$ cat src/rtl/madc_pkg.sv
package madc_pkg;
	// ----------------------------------------
	// Timing, in ns, derived cycle counts, widths and reset values
	// ----------------------------------------
	localparam int CLK_PERIOD_NS = 10;
	localparam int T_SAMPLE_MIN_NS = 150;
	localparam int T_CONV_MODE1_NS = 360;
	localparam int T_CONV_MODE2_NS = 470;
	localparam int T_DATA_VALID_NS = 20;
	localparam int T_MUX_SETUP_NS = 75;
	localparam int T_MUX_HOLD_NS = 40;
	localparam int T_BUS_REL_NS = 60;
	localparam int T_RECOVER_NS = 50;
	localparam int T_TIMEOUT_NS = 2000;
	localparam int SAMPLE_CYC = (T_SAMPLE_MIN_NS + CLK_PERIOD_NS - 1) / CLK_PERIOD_NS;
	localparam int VALID_CYC = (T_DATA_VALID_NS + CLK_PERIOD_NS - 1) / CLK_PERIOD_NS + 1;
	localparam int SETUP_CYC = (T_MUX_SETUP_NS + CLK_PERIOD_NS - 1) / CLK_PERIOD_NS;
	localparam int HOLD_CYC = (T_MUX_HOLD_NS + CLK_PERIOD_NS - 1) / CLK_PERIOD_NS;
	localparam int REL_CYC = (T_BUS_REL_NS + CLK_PERIOD_NS - 1) / CLK_PERIOD_NS;
	localparam int RECOVER_CYC = (T_RECOVER_NS + CLK_PERIOD_NS - 1) / CLK_PERIOD_NS;
	localparam int TIMEOUT_CYC = T_TIMEOUT_NS / CLK_PERIOD_NS;
	localparam int CNT_W = 12;
	localparam int DATA_W = 10;
	localparam int SEL_W = 2;
	localparam logic [SEL_W-1:0] SEL_RESET = 2'h0;
	localparam logic [DATA_W-1:0] DATA_RESET = 10'h000;

	typedef enum logic {
		MADC_MODE_SH,
		MADC_MODE_RD
	} madc_mode_t;
endpackage

$ cat src/rtl/madc_timer_if.sv
`timescale 1ns/1ns
interface madc_timer_if;
	logic load;
	logic [madc_pkg::CNT_W-1:0] count;
	logic done;
	modport ctrl (output load, output count, input done);
	modport tmr (input load, input count, output done);
endinterface

$ cat src/rtl/madc_timer.sv
`timescale 1ns/1ns
module madc_timer (
	input wire logic sys_clk,
	input wire logic rstn,
	madc_timer_if.tmr tif
);
	logic [madc_pkg::CNT_W-1:0] cnt_r;
	logic [madc_pkg::CNT_W-1:0] cnt_nxt;
	localparam logic [madc_pkg::CNT_W-1:0] ONE = 12'h001;
	localparam logic [madc_pkg::CNT_W-1:0] ZERO = 12'h000;

	assign cnt_nxt = tif.load ? tif.count : ((cnt_r != ZERO) ? cnt_r - ONE : ZERO);
	// Done from the count alone: load depends on done, so no loop back
	assign tif.done = (cnt_r == ONE);

	always_ff @(posedge sys_clk or negedge rstn) begin
		if (!rstn) begin
			cnt_r <= ZERO;
		end else begin
			cnt_r <= cnt_nxt;
		end
	end
endmodule

$ cat src/rtl/madc_host.sv
`timescale 1ns/1ns
module madc_host #(
	parameter int FOUR_INPUT = 1,
	parameter int TIMEOUT = madc_pkg::TIMEOUT_CYC
) (
	input wire logic sys_clk,
	input wire logic rstn,
	input wire logic start,
	input wire logic mode,
	input wire logic [madc_pkg::SEL_W-1:0] channel,
	output logic busy,
	output logic result_valid,
	output logic [madc_pkg::DATA_W-1:0] result,
	output logic result_timeout,
	output logic cs_n,
	output logic sh_n,
	output logic rd_n,
	output logic chan_sel_lo,
	output logic chan_sel_hi,
	input wire logic int_n,
	input wire logic [madc_pkg::DATA_W-1:0] adc_data
);
	// ----------------------------------------
	// Parameter checks
	// ----------------------------------------
	if (FOUR_INPUT != 0 && FOUR_INPUT != 1) begin : g_four_chk
		$error("FOUR_INPUT must be 0 or 1");
	end
	if (TIMEOUT < 1 || TIMEOUT >= (1 << madc_pkg::CNT_W)) begin : g_tmo_chk
		$error("TIMEOUT out of counter range");
	end

	typedef enum logic [3:0] {
		IDLE, SETUP, SAMPLE, CONV, RD_LOW, RD_VALID, RELEASE, RECOVER
	} madc_state_t;

	madc_state_t state_r, state_nxt;
	logic mode_r;
	logic [madc_pkg::SEL_W-1:0] sel_r;
	logic cs_n_r, sh_n_r, rd_n_r;
	logic [madc_pkg::DATA_W-1:0] result_r;
	logic valid_r, timeout_r;
	logic [madc_pkg::CNT_W-1:0] wd_r;
	logic int_n_s1_r, int_n_s2_r;
	logic [madc_pkg::DATA_W-1:0] data_s1_r, data_s2_r;
	logic int_low, wd_expired, capture;
	logic cs_nxt, sh_nxt, rd_nxt;

	localparam logic [madc_pkg::CNT_W-1:0] WD_ONE = 12'h001;
	localparam logic [madc_pkg::CNT_W-1:0] WD_ZERO = 12'h000;

	madc_timer_if tif ();
	madc_timer u_timer (
		.sys_clk(sys_clk),
		.rstn(rstn),
		.tif(tif)
	);

	// ----------------------------------------
	// Pin synchronisers
	// ----------------------------------------
	always_ff @(posedge sys_clk or negedge rstn) begin
		if (!rstn) begin
			int_n_s1_r <= 1'b1;
			int_n_s2_r <= 1'b1;
			data_s1_r <= madc_pkg::DATA_RESET;
			data_s2_r <= madc_pkg::DATA_RESET;
		end else begin
			int_n_s1_r <= int_n;
			int_n_s2_r <= int_n_s1_r;
			data_s1_r <= adc_data;
			data_s2_r <= data_s1_r;
		end
	end

	assign int_low = !int_n_s2_r;
	assign wd_expired = (wd_r == WD_ONE);

	// ----------------------------------------
	// Sequencer
	// ----------------------------------------
	always_comb begin
		state_nxt = state_r;
		tif.load = 1'b0;
		tif.count = '0;
		case (state_r)
			IDLE: begin
				if (start) begin
					state_nxt = SETUP;
					tif.load = 1'b1;
					tif.count = madc_pkg::CNT_W'(madc_pkg::SETUP_CYC);
				end
			end
			SETUP: begin
				if (tif.done) begin
					state_nxt = (mode_r == madc_pkg::MADC_MODE_RD) ? CONV : SAMPLE;
					tif.load = 1'b1;
					tif.count = madc_pkg::CNT_W'((mode_r == madc_pkg::MADC_MODE_RD) ?
						madc_pkg::HOLD_CYC : madc_pkg::SAMPLE_CYC);
				end
			end
			SAMPLE: begin
				if (tif.done) begin
					state_nxt = CONV;
					tif.load = 1'b1;
					tif.count = madc_pkg::CNT_W'(madc_pkg::HOLD_CYC);
				end
			end
			CONV: begin
				if (int_low) begin
					if (mode_r == madc_pkg::MADC_MODE_RD) begin
						state_nxt = RD_VALID;
						tif.load = 1'b1;
						tif.count = madc_pkg::CNT_W'(madc_pkg::VALID_CYC);
					end else begin
						state_nxt = RD_LOW;
						tif.load = 1'b1;
						tif.count = madc_pkg::CNT_W'(madc_pkg::VALID_CYC);
					end
				end else if (wd_expired) begin
					state_nxt = RELEASE;
					tif.load = 1'b1;
					tif.count = madc_pkg::CNT_W'(madc_pkg::REL_CYC);
				end
			end
			RD_LOW: begin
				if (tif.done) begin
					state_nxt = RD_VALID;
				end
			end
			RD_VALID: begin
				if (mode_r == madc_pkg::MADC_MODE_SH || tif.done) begin
					state_nxt = RELEASE;
					tif.load = 1'b1;
					tif.count = madc_pkg::CNT_W'(madc_pkg::REL_CYC);
				end
			end
			RELEASE: begin
				if (tif.done) begin
					state_nxt = RECOVER;
					tif.load = 1'b1;
					tif.count = madc_pkg::CNT_W'(madc_pkg::RECOVER_CYC);
				end
			end
			RECOVER: begin
				if (tif.done && !int_low) begin
					state_nxt = IDLE;
				end
			end
			default: begin
				state_nxt = IDLE;
			end
		endcase
	end

	assign cs_nxt = (state_nxt == IDLE) || (state_nxt == RECOVER);
	assign sh_nxt = !((state_nxt == SAMPLE) ||
		(mode_r == madc_pkg::MADC_MODE_RD && (state_nxt == CONV || state_nxt == RD_VALID)));
	assign rd_nxt = !((state_nxt == RD_LOW) || (state_nxt == RD_VALID) ||
		(mode_r == madc_pkg::MADC_MODE_RD && state_nxt == CONV));
	// device drives valid data on bus only in read
	assign capture = (state_r == RD_VALID) && (state_nxt == RELEASE) && !wd_expired;

	always_ff @(posedge sys_clk or negedge rstn) begin
		if (!rstn) begin
			state_r <= IDLE;
			cs_n_r <= 1'b1;
			sh_n_r <= 1'b1;
			rd_n_r <= 1'b1;
		end else begin
			state_r <= state_nxt;
			cs_n_r <= cs_nxt;
			sh_n_r <= sh_nxt;
			rd_n_r <= rd_nxt;
		end
	end

	// ----------------------------------------
	// Request latch, watchdog, result
	// ----------------------------------------
	always_ff @(posedge sys_clk or negedge rstn) begin
		if (!rstn) begin
			mode_r <= madc_pkg::MADC_MODE_SH;
			sel_r <= madc_pkg::SEL_RESET;
		end else if (state_r == IDLE && start) begin
			mode_r <= mode;
			sel_r <= (FOUR_INPUT != 0) ? channel : {1'b0, channel[0]};
		end
	end

	always_ff @(posedge sys_clk or negedge rstn) begin
		if (!rstn) begin
			wd_r <= WD_ZERO;
		end else if (state_r != CONV) begin
			wd_r <= madc_pkg::CNT_W'(TIMEOUT);
		end else if (wd_r != WD_ZERO) begin
			wd_r <= wd_r - WD_ONE;
		end
	end

	always_ff @(posedge sys_clk or negedge rstn) begin
		if (!rstn) begin
			result_r <= madc_pkg::DATA_RESET;
			valid_r <= 1'b0;
			timeout_r <= 1'b0;
		end else begin
			valid_r <= capture;
			timeout_r <= (state_r == CONV) && !int_low && wd_expired;
			if (capture) begin
				result_r <= data_s2_r;
			end
		end
	end

	assign busy = (state_r != IDLE);
	assign result_valid = valid_r;
	assign result_timeout = timeout_r;
	assign result = result_r;
	assign cs_n = cs_n_r;
	assign sh_n = sh_n_r;
	assign rd_n = rd_n_r;
	assign chan_sel_lo = sel_r[0];
	assign chan_sel_hi = sel_r[1];
endmodule

$ cat config.mk
export PLATFORM = sky130hd
export DESIGN_NAME = madc_host
export DESIGN_NICKNAME = d
export VERILOG_FILES = /design/src/rtl/madc_pkg.sv /design/src/rtl/madc_timer_if.sv /design/src/rtl/madc_timer.sv /design/src/rtl/madc_host.sv
export SDC_FILE = /design/constraint.sdc
export NUM_CORES = 1
export LEC_CHECK = 0
export BUFFER_PORTS_ARGS = -buffer_cell sky130_fd_sc_hd__buf_2
export CAP_MARGIN = 20
export CORE_UTILIZATION = 30
export DETAILED_ROUTE_END_ITERATION = 16
export SYNTH_ARGS = -nofsm -noshare
export SYNTH_HDL_FRONTEND = slang
export SYNTH_SLANG_ARGS = --single-unit
$ cat constraint.sdc
create_clock -name sys_clk -period 2.6 [get_ports sys_clk]
set_input_delay 0.26 -clock sys_clk [delete_from_list [all_inputs] [get_ports sys_clk]]
set_output_delay 0.26 -clock sys_clk [all_outputs]
set_load 0.02 [all_outputs]
==> summary.txt, run 1 <==
Outcome
  • Status: finished clean

Drt
  • Routed WL: 5500 µm
  • Via count: 1947
  • Pre-antenna DRT Iters: 4
  • Post-route ant nets: 0
  • Final routed wire length divided by cell count: 12.8 µm
  • DRT iter0 DRCs: 91
  • DR DRC count: 0
  • DR vias/cell: 4.52

Worst setup path
  • Crit. End Element: register
  • Crit path DAT: 2.71 ns
  • CP top delay family: simple AND/OR/NAND/NOR gates
  • Slowest stage cell on the critical path: or4_4
  • Crit path cell chain: or4_4 > or3b_1 > a211oi_2 > o211a_1 > buf_12 > mux2_2
  • Crit-path max FO: 11
  • Critical Path Start Type: register
  • WP data required: 2.83 ns
  • CP Buf/Inv Count: 1
  • Maximum single-stage delay on the critical path: 0.58 ns
  • Critical path type: reg -> reg

Floorplanning
  • Initial core utilization: 31.4%
  • Core area: 0.00933 mm²
  • Ports: 35
  • Chip height: 101 µm
  • Die width: 101 µm
  • Die Area: 0.0102 mm²
  • Row cnt: 35

Synthesis
  • Share of the synthesized area in the top cell type: 53.8%
  • Synth area leader: dfrtp_1
  • FF+latch count, synth: 68
  • Synth cell types: 51
  • Post-synth EDFFs: 0
  • Synth warnings: 0
  • Syn Inst Count: 243
  • Area contributors post-synth: dfrtp_1 (54%), mux2_4 (4.6%), dfstp_2 (4.5%)
  • Netlist Area Pre-Place: 0.00293 mm²
  • Sequential share of the synthesized area: 58.3%
  • Post-synth net total: 266
  • Synth Flop Type: dfrtp_1
  • Async set-reset flop share out of synthesis: 100%
  • Syn_area_per_cell: 12.1 µm²

STA
  • Max-slew violations: 0
  • Final setup margin: 0.116 ns
  • Setup_tns: 0 ns
  • Max Freq: 403 MHz
  • Tmin final: 2.48 ns
  • Final period util: 95.5%
  • Worst Tran Pin Value: 0.847 ns
  • Slew HR: 42.8%
  • RSZ-0062 raised after global routing: false
  • Fin. Hold Viols: 0
  • Worst Skew: 0.00587 ns
  • Final setup fails: 0

Placement
  • Placed cell count: 405
  • IO Port Bufs: 34
  • Worst slack, placed: 0.0399 ns
  • GPL Wtd Cong: 0.817
  • Post-DP HPWL: 3670 µm

Layout
  • Filler cells: 876
  • Sequential cell area: 0.00171 mm²
  • Share of cells above drive strength 1: 27.2%
  • Layout Utilization: 38.9%
  • Synth-to-Final Area Change: 24.0%
  • ANT cells: 0
  • Nets: 320
  • Area occupied by multi-input gates: 0.00115 mm²
  • Final cell count without fillers: 431

Pwr
  • P per Cell Area: 797 mW/mm²
  • Worst VDD drop: 351 µV
  • Power consumption: 2.89 mW
  • LEAKAGE: 1.63 nW

Global route
  • First-pass GRT wire length: 9200 µm
  • Grt ovf: 0
  • Vias in the first global route: 1898
  • GR Util All Layers: 12.0%
  • Largest net degree at the start of global routing: 69
  • Antenna violations before repair: 0

Clocking
  • CTS root buf: clkbuf_8
  • Clk_lat worst skew: 0.34 ns
  • Post-CTS Setup Bufs: 0
  • Inserted Clock Buffers: 9
  • Clock slew at reported path FFs: 0.08 ns
  • Clock Path Buffers: 2
  • H-tree Lvls: 3
  • Clock sink count: 68
  • CTS tree: done

Worst hold path
  • Worst hold path type: in -> reg

Flow run
  • Max_cap viols: 0
-- through the flow --
stage	instance area, µm²	hold WS (ns)
4_1_cts	3550	0.0000778
3_3_place_gp	3290	0.309
2_1_floorplan	2930	-0.0356
5_1_grt	3630	0.0000462
3_5_place_dp	3290	0.308
6_report	3630	0.0183
-- timing repair --
action                     in CTS  in global routing
hold buffers                    2                  8
setup endpoints to repair       0                  5
hold endpoints to repair       64                  8
gates resized for setup         0                  1
-- path summary, 6_finish.rpt --
| kind | from | end | slack, ns | cells after the start |
|---|---|---|---|---|
| worst max-delay path | u_timer.cnt_r[4] | result[9] | 0.12 | 6 |
| worst min-delay path | adc_data[1] | data_s1_r[1] | 0.02 | 1 |
| worst max register to register | u_timer.cnt_r[4] | result[9] | 0.12 | 6 |
| worst min register to register | data_s1_r[1] | data_s2_r[1] | 0.35 | 0 |
| max in group asynchronous | rstn | int_n_s2_r | 1.83 | 3 |
| min in group asynchronous | rstn | result_timeout | 0.46 | 3 |
-- logic make-up (layout without fill, tap and decap cells) --
logic type | Yosys count | in the layout | synth area share, %
and+or+nand+nor | 94 | 94 | 16.9
DFF | 68 | 68 | 58.3
AOI/OAI and AO/OA | 25 | 25 | 7.18
xor gates and xnor gates | 18 | 18 | 5.38
buffers and inverters | 16 | 75 | 2.69
muxes | 15 | 15 | 6.83
adders and majority gates | 6 | 6 | 2.56
other | 1 | 1 | 0.128
-- Yosys cell counts, drive strengths merged, types with 3 or more instances --
master	number
nor3b	3
a21oi	6
mux2	13
buf	3
ha	6
nand2b	6
dfstp	5
nor4	7
inv	7
nor2	34
nand2	10
nor2b	3
xor2	5
nor3	8
clkbuf	6
nand3	7
xnor2	13
dfrtp	63
-- layout by cell type, fill, tap and decap left out, types with 2 or more instances in the layout --
cell / instances
nand4bb_1: 2
nand3_1: 7
nor3_1: 8
xor2_1: 5
dfstp_2: 5
buf_4: 6
o21ai_0: 2
mux2i_1: 2
nor2b_1: 3
inv_1: 7
buf_2: 34
nor4_1: 7
ha_1: 6
o31ai_1: 2
nor2_1: 34
dfrtp_1: 63
nand2b_1: 6
clkbuf_8: 10
xnor2_1: 13
nand3b_1: 2
nand4_1: 2
clkinv_4: 3
mux2_2: 4
bufinv_16: 2
nand2_1: 10
a21oi_1: 6
nor3b_1: 3
dlygate4sd3_1: 10
buf_12: 2
mux2_4: 9
-- worst register-to-register path, delay by kind of cell (launching register included) --
kind / cells / cell delay, ns
and+or+nand+nor: 2 / 1.01
muxes: 1 / 0.34
AOI/OAI and AO/OA: 2 / 0.44
DFF: 1 / 0.43
buffers and inverters: 1 / 0.16
-- power breakdown --
part / internal (mW) / leakage [nW] / switching [mW]
Combinational: 0.260 / 0.664 / 0.319
Sequential: 1.19 / 0.847 / 0.134
Clock: 0.574 / 0.117 / 0.413
Total: 2.03 / 1.63 / 0.866
-- routing by layer --
| metal | global-route usage (%) | up-vias | part of all wire, % |
|---|---|---|---|
| met5 | 0 | - | 0 |
| met4 | 5.13 | 0 | 1.3 |
| met3 | 3.95 | 12 | 4.8 |
| met2 | 18.2 | 52 | 46 |
| met1 | 15.7 | 931 | 48 |
| li1 | - | 952 | - |
-- registers in the layout, summed over array words and instances, names as in the netlist --
register        cells
data_s2_r          10
sel_r               2
result             10
sh_n                1
cs_n                1
data_s1_r          10
result_timeout      1
u_timer.cnt_r      12
result_valid        1
rd_n                1
mode_r              1
int_n_s2_r          1
int_n_s1_r          1
state_r             4
wd_r               12
-- cell type report --
cell class	count	area share, %
inverter	7	0.724
timing repair buffer	52	9.79
sequential	68	47.0
multi-input combinational	159	31.6
clock buffer	10	3.79
tap	129	4.45
clock inverter	6	2.62
(Power assumes the default switching activity.)
==> run 2, diff against run 1 <==
--- a/config.mk
+++ b/config.mk
@@ -7,6 +7,7 @@
 export LEC_CHECK = 0
 export BUFFER_PORTS_ARGS = -buffer_cell sky130_fd_sc_hd__buf_2
 export CAP_MARGIN = 20
+export CORE_ASPECT_RATIO = 0.6
 export CORE_UTILIZATION = 30
 export DETAILED_ROUTE_END_ITERATION = 16
 export SYNTH_ARGS = -nofsm -noshare
==> run 2 against run 1 <==
Non-clock buffer count shrank 9. Total power grew 2.9%. Sequential cell count is the same. Cell count shrank 1.9%. Combinational power shrank 1%. Utilization shrank 0.61 points. Clock power grew 8%. Critical path depth is the same. Setup slack gained 0.013 ns. Fmax grew 0.54%. Hold slack gained 0.013 ns. Sequential share of layout area grew 0.77 points. Highest routed layer unchanged.
==> summary.txt, run 2 (synthesis results as in run 1) <==
Pwr
  • Worst VDD drop: 312 µV (-11%)
  • Sw power: 0.893 mW (+3.1%)
  • Power consumption: 2.98 mW (+2.9%)
  • Int Pwr: 2.08 mW (+2.8%)
  • Sw frac: 30.0% (+0.061 points)
  • P per Cell Area: 833 mW/mm² (+4.6%)
  • Logic pwr share: 19.2% (-0.8 points)
  • Register share of total power: 44.8% (-1.0 points)
  • LEAKAGE: 1.60 nW (-1.8%)
  • Clock network fraction of total power: 36.0% (+1.9 points)

Clocking
  • Inserted Clock Buffers: 9 (unchanged)
  • Clk_lat worst skew: 0.33 ns (about the same)
  • Clock Path Buffers: 2 (unchanged)
  • Post-CTS Setup Bufs: 0 (unchanged)
  • CTS root buf: clkbuf_16
  • H-tree Lvls: 3 (unchanged)
  • Clock slew at reported path FFs: 0.06 ns (-0.02 ns)
  • CTS tree: done
  • Clock sink count: 68 (unchanged)

STA
  • Max Freq: 405 MHz (+0.54%)
  • Min Hold Slack: 0.0311 ns (+0.0128 ns)
  • Fin. Hold Viols: 0 (unchanged)
  • RSZ-0062 raised after global routing: false
  • Slew HR: 36.4% (-6.4 points)
  • Setup_tns: 0 ns (unchanged)
  • Final period util: 95.0% (-0.52 points)
  • Max-slew violations: 0 (unchanged)
  • Worst Tran Pin Value: 0.942 ns (+0.0948 ns)
  • Worst Skew: 0.00683 ns (+0.000953 ns)
  • Final setup fails: 0 (unchanged)
  • Tmin final: 2.47 ns (-0.0135 ns)

Global route
  • First-pass GRT wire length: 9160 µm (-0.52%)
  • GR Util All Layers: 12.4% (+0.42 points)
  • Grt ovf: 0 (unchanged)
  • Vias in the first global route: 1803 (-5.0%)
  • Antenna violations before repair: 0 (unchanged)
  • Largest net degree at the start of global routing: 52 (-25%)

Worst setup path
  • Critical Path Start Type: register
  • Crit-path max FO: 11 (unchanged)
  • WP data required: 2.81 ns (-0.02 ns)
  • CP Launch Point: u_timer.cnt_r[4]
  • Critical register-to-register path startpoint: u_timer.cnt_r[4]
  • Flop2flop setup slack: 0.13 ns (about the same)
  • RR Endpoint: result[9]
  • Crit. End Element: register
  • Critical path type: reg -> reg
  • Worst Reg-to-Reg Cells: 6 (unchanged)
  • Worst setup path endpoint: result[9]
  • Crit path DAT: 2.68 ns (-0.03 ns)

Worst hold path
  • Worst hold path type: in -> reg
  • Hold Crit Depth: 1 (unchanged)

Drt
  • DRT iter0 DRCs: 121 (+33%)
  • DR DRC count: 0 (unchanged)
  • Pre-antenna DRT Iters: 4 (unchanged)
  • Post-route ant nets: 0 (unchanged)
  • Routed WL: 5600 µm (+1.8%)
  • Via count: 1909 (-2.0%)
  • Final routed wire length divided by cell count: 13.2 µm (+3.7%)
  • DR vias/cell: 4.51 (about the same)

Floorplanning
  • Die width: 130 µm (+29%)
  • Initial core utilization: 31.4% (about the same)
  • Core area: 0.00932 mm² (about the same)
  • Chip height: 78.5 µm (-22%)
  • Die Area: 0.0102 mm² (+0.13%)
  • Ports: 35 (unchanged)
  • Row cnt: 27 (-23%)

Placement
  • Placed Area: 0.00329 mm² (about the same)
  • IO Port Bufs: 34 (unchanged)
  • GPL Wtd Cong: 0.860 (+5.2%)
  • Post-DP HPWL: 4000 µm (+9.0%)

Layout
  • Nets: 311 (-2.8%)
  • Commonest non-fill, non-tap cell in the layout: dfrtp_1
  • Synth-to-Final Area Change: 22.0%
  • ANT cells: 0 (unchanged)
  • Share of cells above drive strength 1: 27.3% (+0.15 points)
  • Filler cells: 920 (+5.0%)
  • Design area: 0.00357 mm² (-1.6%)
  • Commonest non-fill, non-tap cells in the layout: dfrtp_1 (63), nor2_1 (34), buf_2 (34), xnor2_1 (13), nand2_1 (10)
  • Top flop regs: u_timer.cnt_r: 12 flops, wd_r: 12 flops

Outcome
  • Status: finished clean

Flow run
  • Max_cap viols: 0 (unchanged)
## run 2: metal layers
metal | part of all wire [%] | up-vias | wire, µm | global-route usage [%]
met5 | 0 | - | 0 | 0
met1 | 54 | 923 | 3040 | 18.3
li1 | - | 937 | - | -
met4 | 1.7 | 0 | 93 | 6.98
met3 | 5.7 | 9 | 318 | 4.57
met2 | 38 | 40 | 2140 | 15.0
## run 2: area by class of cell
class / count / area, µm² / area share, %
Multi-Input combinational cell: 159 / 1150 / 32.1
Clock buffer: 11 / 233 / 6.51
Inverter: 7 / 26.3 / 0.736
Tap cell: 130 / 163 / 4.55
Timing Repair Buffer: 43 / 265 / 7.43
Sequential cell: 68 / 1710 / 47.8
Clock inverter: 5 / 30.0 / 0.841
## run 2: through the flow
stage / setup slack (ns) / util (%) / cells
floorplan: 0.139 / - / 243
global placement: 0.150 / 35.3 / 406
detailed placement: 0.0479 / 35.3 / 406
CTS: 0.0445 / 38.3 / 423
global route: 0.0185 / 38.3 / 423
finish: 0.129 / 38.3 / 423
## run 2: power by group through the flow
stage / combinational [mW] / clock (mW) / sequential, mW
after floorplan: 0.429 / 0 / 1.31
after global placement: 0.559 / 0 / 1.34
after detailed placement: 0.573 / 0 / 1.34
after CTS: 0.575 / 1.11 / 1.33
after global routing: 0.652 / 1.16 / 1.35
final: 0.573 / 1.07 / 1.33
## run 2: timing repair
item,4_1_cts,5_1_grt
hold endpoints to repair,17,0
gates resized for setup,0,1
endpoints found under the setup margin,0,10
hold buffers,1,0
## run 2: how the worst min path moves through the flow
| stage | from | endpoint | slack [ns] |
|---|---|---|---|
| 6_report | adc_data[8] | data_s1_r[8] | 0.03 |
| 5_1_grt | adc_data[3] | data_s1_r[3] | 0.03 |
| 4_1_cts | adc_data[8] | data_s1_r[8] | 0.02 |
| 3_5_place_dp | rstn | u_timer.cnt_r[11] | 0.23 |
| 3_3_place_gp | rstn | u_timer.cnt_r[10] | 0.22 |
| 2_1_floorplan | rstn | data_s1_r[0] | -0.04 |
## run 2: worst max-delay path, stage by stage, from the launching register on
cell and delay [ns]:
dfrtp_1 0.43, or4_4 0.59, or3b_1 0.42, a211oi_2 0.22
o211a_1 0.20, buf_12 0.15, mux2_2 0.33
==> run 3, diff against run 2 <==
--- a/config.mk
+++ b/config.mk
@@ -10,6 +10,7 @@
 export CORE_ASPECT_RATIO = 0.6
 export CORE_UTILIZATION = 30
 export DETAILED_ROUTE_END_ITERATION = 16
+export HOLD_SLACK_MARGIN = 0.1
 export SYNTH_ARGS = -nofsm -noshare
 export SYNTH_HDL_FRONTEND = slang
 export SYNTH_SLANG_ARGS = --single-unit
==> constraint.sdc (replaced) <==
create_clock -name sys_clk -period 2.96 [get_ports sys_clk]
set_input_delay 0.296 -clock sys_clk [delete_from_list [all_inputs] [get_ports sys_clk]]
set_output_delay 0.296 -clock sys_clk [all_outputs]
set_load 0.02 [all_outputs]
==> run 3 against run 2 <==
Combinational power down 7.9%. Cell count up 2.1%. Clock-buffer cell count down 2. Fmax down 8.4%. Design area up 4.2%. Clock skew down 0.0026 ns. Register-to-register slack better by 0.13 ns. Critical endpoint is now u_timer.cnt_r[0]. Highest routed layer unchanged.
==> summary.txt, run 3 (synthesis results as in run 1) <==
Placement
  • GPL Wtd Cong: 0.826 (-4.0%)
  • Post-DP HPWL: 3950 µm (-1.2%)
  • IO Port Bufs: 34 (unchanged)
  • Placed cell count: 404 (-0.49%)

Pwr
  • P per Cell Area: 783 mW/mm² (-6.0%)
  • Logic pwr share: 18.1% (-1.1 points)
  • Register share of total power: 39.5% (-5.3 points)
  • Worst VDD drop: 287 µV (-8.0%)
  • Sw power: 0.810 mW (-9.3%)
  • Int Pwr: 2.10 mW (+1.0%)
  • Clock network fraction of total power: 42.4% (+6.4 points)
  • Sw frac: 27.8% (-2.2 points)
  • LEAKAGE: 1.67 nW (+4.5%)

Floorplanning
  • Ports: 35 (unchanged)
  • Die width: 130 µm (unchanged)
  • Initial core utilization: 31.4% (unchanged)
  • Row cnt: 27 (unchanged)
  • Die Area: 0.0102 mm² (unchanged)
  • Chip height: 78.5 µm (unchanged)
  • Core area: 0.00932 mm² (unchanged)

Global route
  • GR Util All Layers: 12.7% (+0.30 points)
  • Routing usage on met2: 16.4% (+1.4 points)
  • Largest net degree at the start of global routing: 35 (-33%)
  • Vias in the first global route: 1882 (+4.4%)
  • Grt ovf: 0 (unchanged)
  • GR peak layer: met1
  • Global Route met3 Usage: 4.98% (+0.41 points)
  • First-pass GRT wire length: 9500 µm (+3.8%)
  • Antenna violations before repair: 0 (unchanged)
  • Grt met1 use: 18.5% (+0.19 points)

Worst setup path
  • Worst Reg-to-Reg Cells: 5 (-1)
  • Crit. End Element: register
  • Flop2flop setup slack: 0.26 ns (+0.13 ns)
  • RR Endpoint: u_timer.cnt_r[0]
  • Slowest stage cell on the critical path: or4_4
  • Crit path cell chain: or4_4 > or3b_1 > o32ai_2 > or3_1 > o221ai_1
  • Critical path type: reg -> reg
  • Critical register-to-register path startpoint: u_timer.cnt_r[4]
  • Maximum single-stage delay on the critical path: 0.58 ns (about the same)
  • Crit-path max FO: 10 (-1)
  • WP data required: 3.16 ns (+0.35 ns)
  • Critical Path Start Type: register
  • Crit path DAT: 2.89 ns (+0.21 ns)

Drt
  • Post-route ant nets: 0 (unchanged)
  • DRT iter0 DRCs: 92 (-24%)
  • Pre-antenna DRT Iters: 4 (unchanged)
  • DR DRC count: 0 (unchanged)
  • Via count: 1959 (+2.6%)
  • Final routed wire length divided by cell count: 13.3 µm (+0.58%)
  • Routed WL: 5750 µm (+2.7%)
  • DR vias/cell: 4.53 (+0.48%)

STA
  • Max Freq: 371 MHz (-8.4%)
  • Final setup fails: 0 (unchanged)
  • Setup_tns: 0 ns (unchanged)
  • RSZ-0062 raised after global routing: false
  • Fin. Hold Viols: 0 (unchanged)
  • Worst Tran Pin Value: 0.970 ns (+0.0280 ns)
  • Final period util: 91.1% (-3.9 points)
  • Max-slew violations: 0 (unchanged)
  • Worst Skew: 0.00419 ns (-0.00264 ns)
  • Tmin final: 2.70 ns (+0.227 ns)
  • Slew HR: 34.5% (-1.9 points)

Clocking
  • H-tree Lvls: 3 (unchanged)
  • CTS tree: done
  • CTS root buf: clkbuf_16
  • Clock slew at reported path FFs: 0.06 ns (about the same)
  • Clock sink count: 68 (unchanged)
  • Post-cts sizing count: 0 (unchanged)
  • Clock Path Buffers: 2 (unchanged)
  • Inserted Clock Buffers: 9 (unchanged)
  • Post-CTS Setup Bufs: 0 (unchanged)
  • Clk_lat worst skew: 0.33 ns (about the same)

Layout
  • ANT cells: 0 (unchanged)
  • Commonest non-fill, non-tap cell in the layout: dfrtp_1
  • Final cell count without fillers: 432 (+2.1%)
  • Nets: 320 (+2.9%)
  • Commonest non-fill, non-tap cells in the layout: dfrtp_1 (63), nor2_1 (34), buf_2 (34), xnor2_1 (13), dlygate4sd3_1 (12)
  • Share of cells above drive strength 1: 26.2% (-1.1 points)
  • Top flop regs: u_timer.cnt_r: 12 flops, wd_r: 12 flops
  • Synth-to-Final Area Change: 27.1%

Worst hold path
  • Hold path endpoint: sel_r[1]
  • Hold path startpoint: channel[1]
  • Worst hold path type: in -> reg
  • Hold Crit Depth: 2 (+1)

Outcome
  • Status: finished clean

Flow run
  • Max_cap viols: 0 (unchanged)
## run 3: cell types whose count changed in the layout (fill, tap and decap cells not counted), sizes merged
cell and delta:
clkinv -1, buf -2, bufinv +3, dlygate4sd3 +11, inv +1, clkinvlp -1, clkbuf -2
## run 3: how the worst max path moves through the flow
stage | from | cells after the start | end
4_1_cts | u_timer.cnt_r[4] | 5 | u_timer.cnt_r[0]
3_5_place_dp | u_timer.cnt_r[4] | 6 | result[9]
5_1_grt | u_timer.cnt_r[1] | 7 | u_timer.cnt_r[0]
3_3_place_gp | u_timer.cnt_r[4] | 6 | result[9]
6_report | u_timer.cnt_r[4] | 5 | u_timer.cnt_r[0]
2_1_floorplan | u_timer.cnt_r[4] | 7 | result[0]
## run 3: worst max-delay path: cells and delay by family (launching register included)
family | cells | cell delay (ns)
AND/OR/NAND/NOR | 3 | 1.54
AO/OA/AOI/OAI | 2 | 0.60
flip-flops | 1 | 0.43
## run 3: power by group through the flow
stage	combinational, mW	sequential [mW]	clock [mW]
after floorplan	0.377	1.15	0
after global placement	0.501	1.16	0
after detailed placement	0.511	1.17	0
after CTS	0.528	1.15	1.27
after global routing	0.587	1.17	1.31
final	0.528	1.15	1.24
## run 3: stage by stage
stage | power (mW) | utilization (%) | setup WS [ns] | hold slack (ns) | instance area (µm²)
finish | 2.92 | 39.9 | 0.263 | 0.200 | 3720
global route | 3.06 | 39.9 | 0.0863 | 0.193 | 3720
CTS | 2.95 | 39.9 | 0.245 | 0.187 | 3720
detailed placement | 1.68 | 34.9 | 0.265 | 0.336 | 3250
global placement | 1.67 | 34.9 | 0.311 | 0.332 | 3250
floorplan | 1.53 | - | 0.499 | 0.000409 | 2930
## run 3: routing by layer
layer / part of all wire (%) / vias up
li1: - / 959
met1: 51 / 955
met2: 42 / 39
met3: 6.0 / 6
met4: 1.3 / 0
met5: 0 / -
## run 3: area by class of cell
cell class,count,area [µm²]
clock buffers,9,225
clock inverters,7,124
fillers,915,5600
inverters,7,26.3
multi-input cells,159,1140
flip-flops and latches,68,1710
well taps,130,163
repair buffers,52,335
## run 3: what timing repair did
item	CTS	global route
endpoints found under the hold margin	42	0
setup endpoints to repair	0	0
hold buffers	12	0
